`src/msr_pkg.sv`:
```
// Constants, register map and types for the message start/retry scheduler
// Summary of operation
// Mask identifier Johnson counter steps only when the 3-bit reject accumulator overflows.
// Bit 0 of the decoded 12-bit backoff mask is always set.
// First attempt loads identifier low five bits from the initial field, top bit zero.
// Identifier 100000 stepping again wraps to 000000, the smallest mask.
// Backoff counter releases on passing zero to minus one: N gives N+1 intervals.
// Software writes only legal Johnson states into the initial mask field.
// Slotted messages wait for their slot, then start or retry.
// Two 8-bit slot sets: immediate bit 7, period bits 6..5, phase bits 4..0.
// Period code 00 gives 4.0 us, 01 2.0 us, 10 1.0 us, 11 0.5 us.
// Slot immediate bit starts the first attempt at once; retries always compare.
// Slot active when {rtc low 1..0, prescaler 5..0} matches phase and period zeros.
// Software keeps slot phase no larger than the prescaler low five-bit terminal.
// Comparison rtc bits step on the prescaler 000000 to 000001 transition.
// Each message gets one of four classes from lock bit and request type bits.
// Class 00 slot set a, 01 slot set b, 10 backoff a, 11 backoff b.
// A 16-bit map of eight 2-bit fields classes each request encoding.
// Force-sync bypasses the map, classes the message 00, uses slot set a.
// Two 8-bit backoff sets: immediate bit 7, initial id 6..2, step 1..0.
// Backoff immediate bit starts the first attempt at once; retries use backoff.
// Each new backoff-class message clears the accumulator and reloads the identifier.
package msr_pkg;
   localparam int unsigned ADDR_W = 4;
   localparam int unsigned DATA_W = 32;
   // Register map, word offsets
   localparam logic [3:0] REG_TX_TIME   = 4'h0;
   localparam logic [3:0] REG_CLASS_MAP = 4'h1;
   localparam logic [3:0] REG_STATUS    = 4'h2;
   localparam logic [31:0] TX_TIME_RESET   = 32'h0000_0000;
   localparam logic [15:0] CLASS_MAP_RESET = 16'h0000;
   // Byte lanes of the transmit time register
   localparam int unsigned SLOT_A_LSB = 0;
   localparam int unsigned SLOT_B_LSB = 8;
   localparam int unsigned BACK_A_LSB = 16;
   localparam int unsigned BACK_B_LSB = 24;
   // Fields inside a parameter byte
   localparam int unsigned IMM_BIT    = 7;
   localparam int unsigned PER_MSB    = 6;
   localparam int unsigned PER_LSB    = 5;
   localparam int unsigned PHASE_MSB  = 4;
   localparam int unsigned INIT_MSB   = 6;
   localparam int unsigned INIT_LSB   = 2;
   localparam int unsigned STEP_MSB   = 1;
   // Slot period codes
   localparam logic [1:0] PER_4US0 = 2'h0;
   localparam logic [1:0] PER_2US0 = 2'h1;
   localparam logic [1:0] PER_1US0 = 2'h2;
   localparam logic [1:0] PER_0US5 = 2'h3;
   localparam int unsigned MASK_W  = 12;
   localparam int unsigned ID_W    = 6;
   localparam int unsigned ACC_W   = 3;
   localparam logic [5:0]  ID_LAST = 6'h20;
   localparam logic [11:0] LFSR_SEED = 12'hACE;
   localparam logic [5:0]  PRESC_ZERO = 6'h00;
   localparam logic [5:0]  PRESC_ONE  = 6'h01;

   typedef enum logic [1:0] {
      CLS_SLOT_A = 2'b00,
      CLS_SLOT_B = 2'b01,
      CLS_BACK_A = 2'b10,
      CLS_BACK_B = 2'b11
   } msr_class_t;

   typedef enum logic [2:0] {
      ST_IDLE         = 3'b000,
      ST_LOAD         = 3'b001,
      ST_WAIT_BACKOFF = 3'b010,
      ST_WAIT_SLOT    = 3'b011,
      ST_SENT         = 3'b100
   } msr_state_t;
endpackage

```
`src/msr_slot_match.sv`:
```
// Slot arrival comparator for one slot parameter set
module msr_slot_match (
   input  wire logic [7:0] slot_set_i,
   input  wire logic [7:0] time_i,
   output logic            hit_o
);
   logic [1:0] per;
   logic [2:0] upper_care;
   logic       phase_eq;

   assign per = slot_set_i[msr_pkg::PER_MSB:msr_pkg::PER_LSB];
   assign phase_eq = time_i[msr_pkg::PHASE_MSB:0]
                     == slot_set_i[msr_pkg::PHASE_MSB:0];

   // period code selection
   always_comb begin
      unique case (per)
         msr_pkg::PER_4US0: upper_care = 3'h7;
         msr_pkg::PER_2US0: upper_care = 3'h3;
         msr_pkg::PER_1US0: upper_care = 3'h1;
         msr_pkg::PER_0US5: upper_care = 3'h0;
      endcase
   end

   // masked compare against zeros
   assign hit_o = phase_eq && ((time_i[7:5] & upper_care) == 3'h0);
endmodule // msr_slot_match

```
`src/msr_backoff_mask.sv`:
```
// Backoff mask identifier Johnson counter, reject accumulator and decode
module msr_backoff_mask (
   input  wire logic        clk_i,
   input  wire logic        rst_i,
   input  wire logic        load_i,
   input  wire logic [4:0]  init_i,
   input  wire logic        step_i,
   input  wire logic [1:0]  step_const_i,
   output logic [11:0]      mask_o,
   output logic [5:0]       mask_id_o,
   output logic [2:0]       acc_o
);
   logic [5:0] id_reg;
   logic [2:0] acc_reg;
   logic [3:0] sum;
   logic       ovf;
   logic [2:0] ones;
   logic [3:0] top;

   assign sum = {1'b0, acc_reg} + {2'h0, step_const_i};
   assign ovf = sum[3];

   // clear accumulator on new message
   always_ff @(posedge clk_i) begin
      if (rst_i) begin
         acc_reg <= 3'h0;
      end else if (load_i) begin
         acc_reg <= 3'h0;
      end else if (step_i) begin
         acc_reg <= sum[2:0];
      end
   end

   // step on overflow only
   always_ff @(posedge clk_i) begin
      if (rst_i) begin
         id_reg <= 6'h00;
      end else if (load_i) begin
         // top bit forced to zero
         id_reg <= {1'b0, init_i};
      end else if (step_i && ovf) begin
         // Johnson step wraps 100000 to 000000
         id_reg <= {id_reg[4:0], ~id_reg[5]};
      end
   end

   always_comb begin
      ones = 3'h0;
      for (int i = 0; i < 6; i++) begin
         ones = ones + {2'h0, id_reg[i]};
      end
   end
   assign top = id_reg[5] ? 4'(12 - int'(ones)) : {1'b0, ones};

   // decode keeps bit 0 set
   for (genvar g = 0; g < msr_pkg::MASK_W; g++) begin : g_mask
      assign mask_o[g] = (g <= int'(top));
   end

   assign mask_id_o = id_reg;
   assign acc_o     = acc_reg;
endmodule // msr_backoff_mask

```
`src/msr_scheduler.sv`:
```
// Initial message start/retry scheduler with register port
module msr_scheduler #(
   parameter logic [11:0] LFSR_INIT = msr_pkg::LFSR_SEED
) (
   input  wire logic        clk_i,
   input  wire logic        rst_i,
   input  wire logic [3:0]  addr_i,
   input  wire logic [31:0] wdata_i,
   input  wire logic        wr_i,
   input  wire logic        rd_i,
   output logic [31:0]      rdata_o,
   input  wire logic        req_i,
   input  wire logic        lock_operation_bits_i,
   input  wire logic [1:0]  request_type_bits_i,
   input  wire logic        force_sync_i,
   input  wire logic        reject_i,
   input  wire logic        done_i,
   input  wire logic [5:0]  time_prescaler_i,
   output logic             start_o,
   output logic             busy_o,
   output logic [1:0]       class_o
);
   if (LFSR_INIT == 12'h000) begin : g_chk
      $error("LFSR_INIT must be nonzero");
   end

   msr_pkg::msr_state_t state_reg;
   msr_pkg::msr_state_t state_next;
   msr_pkg::msr_class_t class_reg;
   msr_pkg::msr_class_t class_next;
   logic [31:0] tx_time_reg;
   logic [15:0] class_map_reg;
   logic [31:0] rdata_reg;
   logic [11:0] lfsr_reg;
   logic [11:0] cnt_reg;
   logic [5:0]  presc_prev_reg;
   logic [1:0]  slot_rtc_reg;
   logic [1:0]  slot_rtc_now;
   logic        rtc_step;
   logic [7:0]  slot_time;
   logic [7:0]  slot_a;
   logic [7:0]  slot_b;
   logic [7:0]  back_a;
   logic [7:0]  back_b;
   logic [7:0]  slot_sel;
   logic [7:0]  back_sel;
   logic [7:0]  slot_first;
   logic [7:0]  back_first;
   logic [2:0]  req_code;
   logic        hit;
   logic        first_imm;
   logic        load_mask;
   logic        step;
   logic        slot_go;
   logic        back_go;
   logic [11:0] mask;
   logic [5:0]  mask_id;
   logic [2:0]  acc;

   // parameter sets as byte lanes
   assign slot_a = tx_time_reg[msr_pkg::SLOT_A_LSB +: 8];
   assign slot_b = tx_time_reg[msr_pkg::SLOT_B_LSB +: 8];
   // backoff sets as byte lanes
   assign back_a = tx_time_reg[msr_pkg::BACK_A_LSB +: 8];
   assign back_b = tx_time_reg[msr_pkg::BACK_B_LSB +: 8];

   // Register writes
   always_ff @(posedge clk_i) begin
      if (rst_i) begin
         tx_time_reg <= msr_pkg::TX_TIME_RESET;
      end else if (wr_i && addr_i == msr_pkg::REG_TX_TIME) begin
         tx_time_reg <= wdata_i;
      end
   end

   always_ff @(posedge clk_i) begin
      if (rst_i) begin
         class_map_reg <= msr_pkg::CLASS_MAP_RESET;
      end else if (wr_i && addr_i == msr_pkg::REG_CLASS_MAP) begin
         class_map_reg <= wdata_i[15:0];
      end
   end

   // Read data valid the cycle after the strobe; unmapped reads zero
   always_ff @(posedge clk_i) begin
      if (rst_i) begin
         rdata_reg <= 32'h0000_0000;
      end else if (rd_i) begin
         unique case (addr_i)
            msr_pkg::REG_TX_TIME:   rdata_reg <= tx_time_reg;
            msr_pkg::REG_CLASS_MAP: rdata_reg <= {16'h0000, class_map_reg};
            msr_pkg::REG_STATUS:    rdata_reg <= {18'h00000, acc, mask_id,
                                                  class_reg, state_reg};
            default:                rdata_reg <= 32'h0000_0000;
         endcase
      end else begin
         rdata_reg <= 32'h0000_0000;
      end
   end
   assign rdata_o = rdata_reg;

   // Random source for the backoff load
   always_ff @(posedge clk_i) begin
      if (rst_i) begin
         lfsr_reg <= LFSR_INIT;
      end else begin
         lfsr_reg <= {lfsr_reg[10:0],
                      lfsr_reg[11] ^ lfsr_reg[10] ^ lfsr_reg[9]
                      ^ lfsr_reg[3]};
      end
   end

   // rtc bits step together with the prescaler 0 to 1 edge
   assign rtc_step = presc_prev_reg == msr_pkg::PRESC_ZERO
                     && time_prescaler_i == msr_pkg::PRESC_ONE;
   assign slot_rtc_now = slot_rtc_reg + {1'b0, rtc_step};

   always_ff @(posedge clk_i) begin
      if (rst_i) begin
         presc_prev_reg <= msr_pkg::PRESC_ZERO;
         slot_rtc_reg   <= 2'h0;
      end else begin
         presc_prev_reg <= time_prescaler_i;
         slot_rtc_reg   <= slot_rtc_now;
      end
   end
   assign slot_time = {slot_rtc_now, time_prescaler_i};

   // lookup index from lock and request type bits
   assign req_code = {lock_operation_bits_i, request_type_bits_i};

   // map lookup, R17: force-sync bypass
   always_comb begin
      if (force_sync_i) begin
         class_next = msr_pkg::CLS_SLOT_A;
      end else begin
         class_next = msr_pkg::msr_class_t'(class_map_reg[2*req_code +: 2]);
      end
   end

   // class selects the parameter set
   assign slot_sel   = class_reg[0] ? slot_b : slot_a;
   assign back_sel   = class_reg[0] ? back_b : back_a;
   assign slot_first = class_next[0] ? slot_b : slot_a;
   assign back_first = class_next[0] ? back_b : back_a;

   // immediate only on the first attempt; R19 likewise
   assign first_imm = class_next[1] ? back_first[msr_pkg::IMM_BIT]
                                    : slot_first[msr_pkg::IMM_BIT];

   msr_slot_match u_slot (
      .slot_set_i (slot_sel),
      .time_i     (slot_time),
      .hit_o      (hit)
   );

   // new message reloads the mask state
   assign load_mask = state_reg == msr_pkg::ST_IDLE && req_i
                      && class_next[1];
   // Done wins over a reject in the same cycle
   assign step = state_reg == msr_pkg::ST_SENT && reject_i && !done_i
                 && class_reg[1];

   msr_backoff_mask u_mask (
      .clk_i        (clk_i),
      .rst_i        (rst_i),
      .load_i       (load_mask),
      .init_i       (back_first[msr_pkg::INIT_MSB:msr_pkg::INIT_LSB]),
      .step_i       (step),
      .step_const_i (back_sel[msr_pkg::STEP_MSB:0]),
      .mask_o       (mask),
      .mask_id_o    (mask_id),
      .acc_o        (acc)
   );

   // slot arrival releases a waiting message
   assign slot_go = state_reg == msr_pkg::ST_WAIT_SLOT && hit;
   // release on the step past zero
   assign back_go = state_reg == msr_pkg::ST_WAIT_BACKOFF
                    && cnt_reg == 12'h000;

   always_comb begin
      state_next = state_reg;
      unique case (state_reg)
         msr_pkg::ST_IDLE: begin
            if (req_i) begin
               if (first_imm) begin
                  state_next = msr_pkg::ST_SENT;
               end else if (class_next[1]) begin
                  state_next = msr_pkg::ST_LOAD;
               end else begin
                  state_next = msr_pkg::ST_WAIT_SLOT;
               end
            end
         end
         msr_pkg::ST_LOAD: state_next = msr_pkg::ST_WAIT_BACKOFF;
         msr_pkg::ST_WAIT_BACKOFF: begin
            if (back_go) begin
               state_next = msr_pkg::ST_SENT;
            end
         end
         msr_pkg::ST_WAIT_SLOT: begin
            if (slot_go) begin
               state_next = msr_pkg::ST_SENT;
            end
         end
         msr_pkg::ST_SENT: begin
            if (done_i) begin
               state_next = msr_pkg::ST_IDLE;
            end else if (reject_i) begin
               state_next = class_reg[1] ? msr_pkg::ST_LOAD
                                         : msr_pkg::ST_WAIT_SLOT;
            end
         end
         default: state_next = msr_pkg::ST_IDLE;
      endcase
   end

   always_ff @(posedge clk_i) begin
      if (rst_i) begin
         state_reg <= msr_pkg::ST_IDLE;
      end else begin
         state_reg <= state_next;
      end
   end

   always_ff @(posedge clk_i) begin
      if (rst_i) begin
         class_reg <= msr_pkg::CLS_SLOT_A;
      end else if (state_reg == msr_pkg::ST_IDLE && req_i) begin
         class_reg <= class_next;
      end
   end

   // masked random load, then count down
   always_ff @(posedge clk_i) begin
      if (rst_i) begin
         cnt_reg <= 12'h000;
      end else if (state_reg == msr_pkg::ST_LOAD) begin
         cnt_reg <= lfsr_reg & mask;
      end else if (state_reg == msr_pkg::ST_WAIT_BACKOFF) begin
         cnt_reg <= cnt_reg - 12'h001;
      end
   end

   assign start_o = (state_reg == msr_pkg::ST_IDLE && req_i && first_imm)
                    || slot_go || back_go;
   assign busy_o  = state_reg != msr_pkg::ST_IDLE;
   assign class_o = class_reg;
endmodule // msr_scheduler

```
`config.mk`:
```
export PLATFORM = sky130hd
export DESIGN_NAME = msr_scheduler
export DESIGN_NICKNAME = d
export VERILOG_FILES = /design/src/msr_pkg.sv /design/src/msr_slot_match.sv /design/src/msr_backoff_mask.sv /design/src/msr_scheduler.sv
export SDC_FILE = /design/constraint.sdc
export NUM_CORES = 1
export LEC_CHECK = 0
export BUFFER_PORTS_ARGS = -buffer_cell sky130_fd_sc_hd__buf_2
export CORE_UTILIZATION = 61
export CTS_CLUSTER_SIZE = 30
export DETAILED_ROUTE_END_ITERATION = 8
export HOLD_SLACK_MARGIN = 0.05
export PLACE_DENSITY = 0.88
export SLEW_MARGIN = 10
export SYNTH_ARGS = -nofsm -noshare
export SYNTH_HDL_FRONTEND = slang
export SYNTH_HIERARCHICAL = 1
export SYNTH_SLANG_ARGS = --single-unit
```
`constraint.sdc`:
```
create_clock -name clk_i -period 6.6 [get_ports clk_i]
set_clock_uncertainty 0.1 [all_clocks]
set_input_delay 0.66 -clock clk_i [delete_from_list [all_inputs] [get_ports clk_i]]
set_output_delay 0.66 -clock clk_i [all_outputs]
set_load 0.005 [all_outputs]
```
---- Word-level counts from Yosys, hierarchy flattened ----
Cells that the tools add are included.
storage, ports and cells
  output and inout bits ................... 36
  logic and storage cells ................. 105
  flip-flop bits (word level) ............. 126
cells by class
  bitwise gates (word level) .............. 7
  $add $sub $neg .......................... 9
  $lt $le $gt $ge ......................... 11
  reductions and logical operators ........ 28
  equal/unequal tests ..................... 15
  shift-type cells ........................ 1
  mux-type cells .......................... 22
operators with widths
  operator               number
  $pmux 32 s3            1
  $mux 12                2
  $mux 3                 6
  $le 3x4->1 const A     4
  $le 4x4->1 const A     4
  $mux 8                 2
  $shiftx 16x5->2        1
  $pmux 3 s5             1
  $logic_and 1x1->1      13
  $add 3x1->3            4
  $and 12x12->12         1
  $logic_not 12->1       1
  $pmux 3 s4             1
  $sub 12x1->12 const B  1
  $mux 5                 2
  $le 2x4->1 const A     2
  $mux 2                 4
  $mux 7                 1
  $eq 3x2->1 const B     2
  $eq 6x1->1 const B     1
  $logic_not 3->1        2
  $logic_not 6->1        1
  $ne 2x2->1 const B     3
  $eq 5x5->1             1
  25 further kinds       32

---- Depth between registers and ports, before layout ----
Gate-level depths: netlist of run 1.
  depth in word-level cells ............... 10
  depth in mapped cells ................... 14

---- Hierarchy ----
The synthesis of run 1 kept the hierarchy.
modules (own cells, without submodules)
  module            cells an instance  area each (um^2)  sequential area each (um^2)  instances
  msr_scheduler     513                4623.2            2342.2                       1
  msr_backoff_mask  101                839.6             180.2                        1
  msr_slot_match    11                 83.8              0.0                          1

---- Worst setup path before layout of run 1 ----
Ideal clock, no wire load.
  path kind ............................... reg-to-reg
  start point ............................. reg u_mask.id_reg[0] (netlist: u_mask/mask_id_o[0])
  end point ............................... reg cnt_reg[10]
  period minus slack after synthesis ...... 3.540 ns
  path buffers ............................ 1
  required time ........................... 6.414 ns
  stages on the path, launching flop included .. 15
  library setup time ...................... 0.086 ns
  slack ................................... 3.060 ns
  arrival ................................. 3.355 ns
  cell sequence ........................... dfxtp_1 -> fa_1 -> inv_1 -> fa_1 -> inv_1 -> ha_1 -> fa_1 -> inv_1 -> ha_1 -> buf_4 -> nor2b_1 -> o31ai_1 -> o311a_1 -> a21oi_1 -> a211oi_1
between the ends
  cells in the longest elaborated chain, start to end .. 10
ends and longest elaborated chain
  what                          RTL line                source
  start: declaration            msr_backoff_mask.sv:13  logic [5:0] id_reg;
  start signal: assignment      msr_backoff_mask.sv:40  id_reg <= {1'b0, init_i};
  start signal: assignment      msr_backoff_mask.sv:43  id_reg <= {id_reg[4:0], ~id_reg[5]};
  $add 1x1->2 (*)               msr_backoff_mask.sv:50  ones = ones + {2'h0, id_reg[i]};
  $add 3x1->3 (*) (4 in a row)  msr_backoff_mask.sv:50
  $sub 4x3->4                   msr_backoff_mask.sv:53  assign top = id_reg[5] ? 4'(12 - int'(ones)) : {1'b0, ones};
  $mux 4 (*)                    msr_backoff_mask.sv:53
  $le 4x4->1 (*)                msr_backoff_mask.sv:57  assign mask_o[g] = (g <= int'(top));
  net mask[10]                  msr_scheduler.sv:56     logic [11:0] mask;
  $and 12x12->12 (*)            msr_scheduler.sv:240    cnt_reg <= lfsr_reg & mask;
  $mux 12 (*)                   msr_scheduler.sv:239    end else if (state_reg == msr_pkg::ST_LOAD) begin
  end signal: assignment        msr_scheduler.sv:240
  end signal: assignment        msr_scheduler.sv:242    cnt_reg <= cnt_reg - 12'h001;
  end: declaration              msr_scheduler.sv:35     logic [11:0] cnt_reg;
Mark *: on every way through the listed nets, which the timed path passes. The rest lies on a longest branch.
A chain may end at the register's enable or synchronous reset.

---- Worst setup path after layout of run 1 ----
Same ends and word-level chain as after synthesis.

==> run summary, run 1 <==
Outcome: completed
CTS tree: built
PD cells: 332.7 mW/mm²
P_leak: 2.594 nW
Final Hold Fails: 0
DIE WIDTH: 97.26 µm
Worst hold-check path type: input port to register
Max VDD drop: 0.2779 mV
Final core occ: 75.13%
First-pass GRT wire length: 23,400 µm
Resized cells post-CTS: 0
Starting density of the core: 63.16%
Die ar.: 0.009460 mm²
Post-Place Worst Slack: 2727 ps
CP max-delay cell: fa_1
Power Total: 2.191 mW
Die H: 97.26 µm
Layout area overhead: 18.94%
Maximum net fanout on the critical path: 10
Crit path DAT: 4300 ps
Cts hold-fix bufs: 0
Total GRT Usage: 31.64%
Input/output buffers: 88
Clock buffer count from CTS: 17
Sequential power share: 39.7%
Slew Limit Headroom: 18.53%
Hold slack: 275.2 ps
Ports: 89
Worst-margin pin slew: 1219 ps
Mapped Area: 0.005535 mm²
Storage element area: 0.002522 mm²
Total gr overflow: 0
Crit path cell chain: fa_1 -> inv_1 -> fa_1 -> inv_1 -> ha_1 -> fa_1 -> inv_1 -> ha_1 -> nor2b_1 -> o31ai_1 -> o311a_1 -> a21oi_1 -> a211oi_1
Synth Instances: 624
Post-Layout Cell Count: 818
CP Launch Type: register
Syn nets: 688
Placed cell count: 787
NetSw: 0.6132 mW
Antenna violations before repair: 0
CTS clk-pin slew, worst paths: 60 ps
Antenna Cells: 0
Post-placement cell area: 0.005988 mm²
Drt pass-1 iters: 8
Post-route ant nets: 0
Max cap viols: 0
Final instance area: 0.006584 mm²
Final min period: 3970 ps
Reg2Reg Depth: 13
Worst skew pair latency: 530 ps
Slew Viols, Final: 0
Slowest Stage Delay on Critical Path: 670 ps
Clock sinks: 126
Largest net degree at the start of global routing: 101
H-tree depth: 4
Sw Ratio: 27.99%
Comb pwr share: 17.8%
Final setup TNS: 0 ps
CP Data Required Time: 6930 ps
Row count: 34
Fmax: 0.2519 GHz
RePlAce Congestion: 0.9433
WL final: 14,620 µm
P_int: 1.577 mW
Total core area: 0.008763 mm²
Setup Crit Path Kind: register to register
Vias: 5,024
Wirelength per Cell: 17.88 µm
Post CTS Setup Buffer Count: 0
Fillers: 597
Synth warn: 6
Detailed Route Iter0 Violations: 531
Routed vias/inst: 6.142
Final nets: 762
Hold depth: 3
Hpwl dp: 9424 µm
Root Buffer: clkbuf_8
Syn avg cell area: 8.871 µm²
Crit end category: register
Tcrit/Tclk final: 60.15%
Vias in the first global route: 4,704
Clk network pwr share: 42.5%
RSZ-0062 raised after global routing: no
Final Setup Violations: 0
Setup slack after layout: 2630 ps
Layout cells sized above 1: 22.96%
DRC violations left: 0
CTS Buffer Depth: 2
Footprint of the multi-input gates: 0.002770 mm²
## layout make-up
type,instances,area share (%)
multi-input combinational,438,42.08
sequential,126,38.31
timing repair buffer,93,7.260
clock buffer,21,6.975
clock inverter,10,2.071
tap,108,2.052
inverter,22,1.254
## worst paths after layout
| kind | start | end | slack (ps) |
|---|---|---|---|
| worst max register to register | u_mask/mask_id_o[0]$_SDFFE_PP0P_ | cnt_reg[10]$_SDFFE_PP0P_ | 2630 |
| worst min register to register | lfsr_reg[0]$_SDFF_PP0_ | lfsr_reg[1]$_SDFF_PP1_ | 340 |
| worst min-delay path | wdata_i[29] | tx_time_reg[29]$_SDFFE_PP0P_ | 280 |
| worst max-delay path | u_mask/mask_id_o[0]$_SDFFE_PP0P_ | cnt_reg[10]$_SDFFE_PP0P_ | 2630 |
## power by group through the flow
stage | clock (mW) | combinational [mW] | sequential, mW
5_1_grt | 0.977 | 0.422 | 0.875
3_3_place_gp | 0 | 0.359 | 0.880
4_1_cts | 0.936 | 0.383 | 0.867
2_1_floorplan | 0 | 0.306 | 0.857
6_report | 0.931 | 0.390 | 0.870
3_5_place_dp | 0 | 0.374 | 0.882
## critical path, delay by kind of cell, from the launching register on
kind                     cells  cell delay, ps
adder cells (fa/ha/maj)      5            2220
AO/OA/AOI/OAI                4             770
flip-flops                   1             360
buffers and inverters        3             220
AND/OR/NAND/NOR              1             210
## metal layers
layer	share of wire [%]	routed length, µm	GRT usage [%]
met1	39	5719	38.92
met2	46	6765	49.78
met3	10	1489	7.986
met4	4.4	647	19.80
met5	0	0	0
## cells in the final DEF (no fill, tap or decap), types with 3 or more instances in the layout
cell type	instances
inv_1	22
clkinv_2	3
xnor2_1	12
nor3b_1	4
ha_1	7
mux2_2	14
o21ai_0	12
a221oi_2	5
buf_2	88
fa_1	4
nand2_1	112
a211oi_1	7
nor4_1	3
a31oi_1	9
xor2_1	8
and2_1	17
or3_1	3
clkinvlp_4	3
nand3_1	9
mux2i_1	6
bufinv_16	3
nor2_1	34
clkbuf_8	4
a222oi_1	14
buf_4	5
clkbuf_16	16
nor3_1	10
or2_2	9
a21oi_1	73
nor2b_1	16
nor4b_1	3
dfxtp_1	126
nand2b_1	4
Note: power is estimated with default switching activity, not from simulation.
==> run 2, diff against run 1 <==
CORE_UTILIZATION = 56   (was 61)
PLACE_DENSITY = 0.82   (was 0.88)
clock period = 4 ns   (was 6.6 ns; I/O delays follow)
==> run summary, run 2 (synthesis results as in run 1) <==
Hold depth: 2
CTS Buffer Depth: 2
Post-route ant nets: 0
Worst hold-check path type: input port to register
Antenna violations before repair: 0
Outcome: completed
Beginning of the critical path: u_mask/mask_id_o[0]$_SDFFE_PP0P_
Sequential power share: 39.6%
Detailed Route Iter0 Violations: 503
Most frequent cells in the layout: dfxtp_1, nand2_1, buf_2
Post CTS Setup Buffer Count: 0
H-tree depth: 4
Hpwl dp: 9752 µm
Worst skew pair latency: 520 ps
Largest net degree at the start of global routing: 79
CP Data Required Time: 4320 ps
Total GRT Usage: 30.55%
Worst hold start: time_prescaler_i[5]
P_leak: 2.716 nW
Tcrit/Tclk final: 95.26%
Slowest Stage Delay on Critical Path: 550 ps
Reg-to-Reg End: cnt_reg[10]$_SDFFE_PP0P_
Final setup TNS: 0 ps
Layout cells sized above 1: 22.19%
Comb pwr share: 18.5%
Worst r2r src: u_mask/mask_id_o[0]$_SDFFE_PP0P_
Most common cell after layout, fill and taps aside: dfxtp_1
Crit end category: register
Worst-margin pin slew: 1216 ps
Final Setup Violations: 0
Final Hold Fails: 0
Clock buffer count from CTS: 17
Final min period: 3810 ps
Drt pass-1 iters: 8
DIE WIDTH: 101.4 µm
First-pass GRT wire length: 24,100 µm
Post-placement cell area: 0.006022 mm²
Layout area overhead: 24.57%
Max cap viols: 0
RePlAce Congestion: 0.9647
CP Launch Type: register
Final instance area: 0.006895 mm²
WL final: 15,030 µm
Total gr overflow: 0
Fmax: 0.2625 GHz
Crit path DAT: 4130 ps
DRC violations left: 0
WHS Endpoint: presc_prev_reg[5]$_SDFF_PP0_
Antenna Cells: 0
Input/output buffers: 88
CTS tree: built
CP max-delay cell: fa_1
Final nets: 792
Setup Crit Path Kind: register to register
Vias in the first global route: 4,936
Root Buffer: clkbuf_8
P_int: 2.599 mW
PD cells: 524.7 mW/mm²
Row count: 35
Wirelength per Cell: 17.32 µm
Sw Ratio: 28.16%
Hold slack: 55.29 ps
RSZ-0062 raised after global routing: no
Slew Limit Headroom: 18.75%
NetSw: 1.019 mW
Clk network pwr share: 41.9%
Reg2Reg Depth: 13
Die ar.: 0.01029 mm²
Ports: 89
Total core area: 0.009415 mm²
Maximum net fanout on the critical path: 10
Crit path cell chain: fa_1 -> inv_1 -> fa_1 -> inv_1 -> ha_1 -> fa_1 -> inv_1 -> ha_1 -> nor2b_1 -> o31ai_1 -> o311a_1 -> a21oi_1 -> a211oi_1
Slew Viols, Final: 0
Die H: 101.4 µm
CTS clk-pin slew, worst paths: 60 ps
Starting density of the core: 58.79%
Vias: 5,120
Max VDD drop: 0.2901 mV
Routed vias/inst: 5.899
Clock sinks: 126
Reg-to-reg setup timing slack: 190 ps
Fillers: 673
==> run 2: worst max-delay path, delay by kind of cell, from the launching register on <==
family,cells,cell delay [ps]
fa+ha+maj,5,2050
compound gates,4,790
flops,1,350
simple gates,1,220
buf+inv,3,190
==> run 2: per-stage QoR <==
step                worst slack [ps]  utilization [%]  instances  power [mW]
finish                         189.8            73.24        868       3.618
global route                   26.22            73.24        868       3.767
CTS                            229.9            73.24        868       3.608
detailed placement             313.5            63.96        809       2.075
global placement               498.7            63.96        809       2.051
floorplan                      460.0                -        624       1.919
==> run 2: timing repair <==
action	in CTS	in global routing
hold endpoints to repair	39	0
hold buffers	29	0
gates resized for setup	0	0
==> run 2: power by group through the flow <==
stage,logic [mW],registers [mW],clock network [mW]
3_3_place_gp,0.601,1.45,0
5_1_grt,0.741,1.44,1.58
2_1_floorplan,0.505,1.41,0
6_report,0.668,1.43,1.52
3_5_place_dp,0.620,1.46,0
4_1_cts,0.659,1.43,1.52
==> run 2: how the worst max path moves through the flow <==
stage / to / slack [ps] / depth (start not counted)
2_1_floorplan: cnt_reg[10]$_SDFFE_PP0P_ / 460 / 14
3_3_place_gp: cnt_reg[10]$_SDFFE_PP0P_ / 500 / 13
3_5_place_dp: cnt_reg[10]$_SDFFE_PP0P_ / 310 / 13
4_1_cts: cnt_reg[10]$_SDFFE_PP0P_ / 230 / 13
5_1_grt: cnt_reg[1]$_SDFFE_PP0P_ / 30 / 13
6_report: cnt_reg[10]$_SDFFE_PP0P_ / 190 / 13
==> run 2: cell type report <==
class                           count  area (µm²)  area share (%)
Multi-Input combinational cell    438        2770           40.17
Clock inverter                     11       141.4           2.050
Inverter                           22       82.58           1.198
Timing Repair Buffer              123       775.7           11.25
Clock buffer                       19       441.7           6.405
Tap cell                          129       161.4           2.341
Sequential cell                   126        2522           36.58
==> run 2: layer usage <==
metal	GRT usage [%]	vias to the layer above	wire length (µm)
met3	7.729	62	1372
met1	38.42	2352	6129
met5	0	-	0
met4	13.94	0	543
li1	-	2389	-
met2	49.50	317	6986
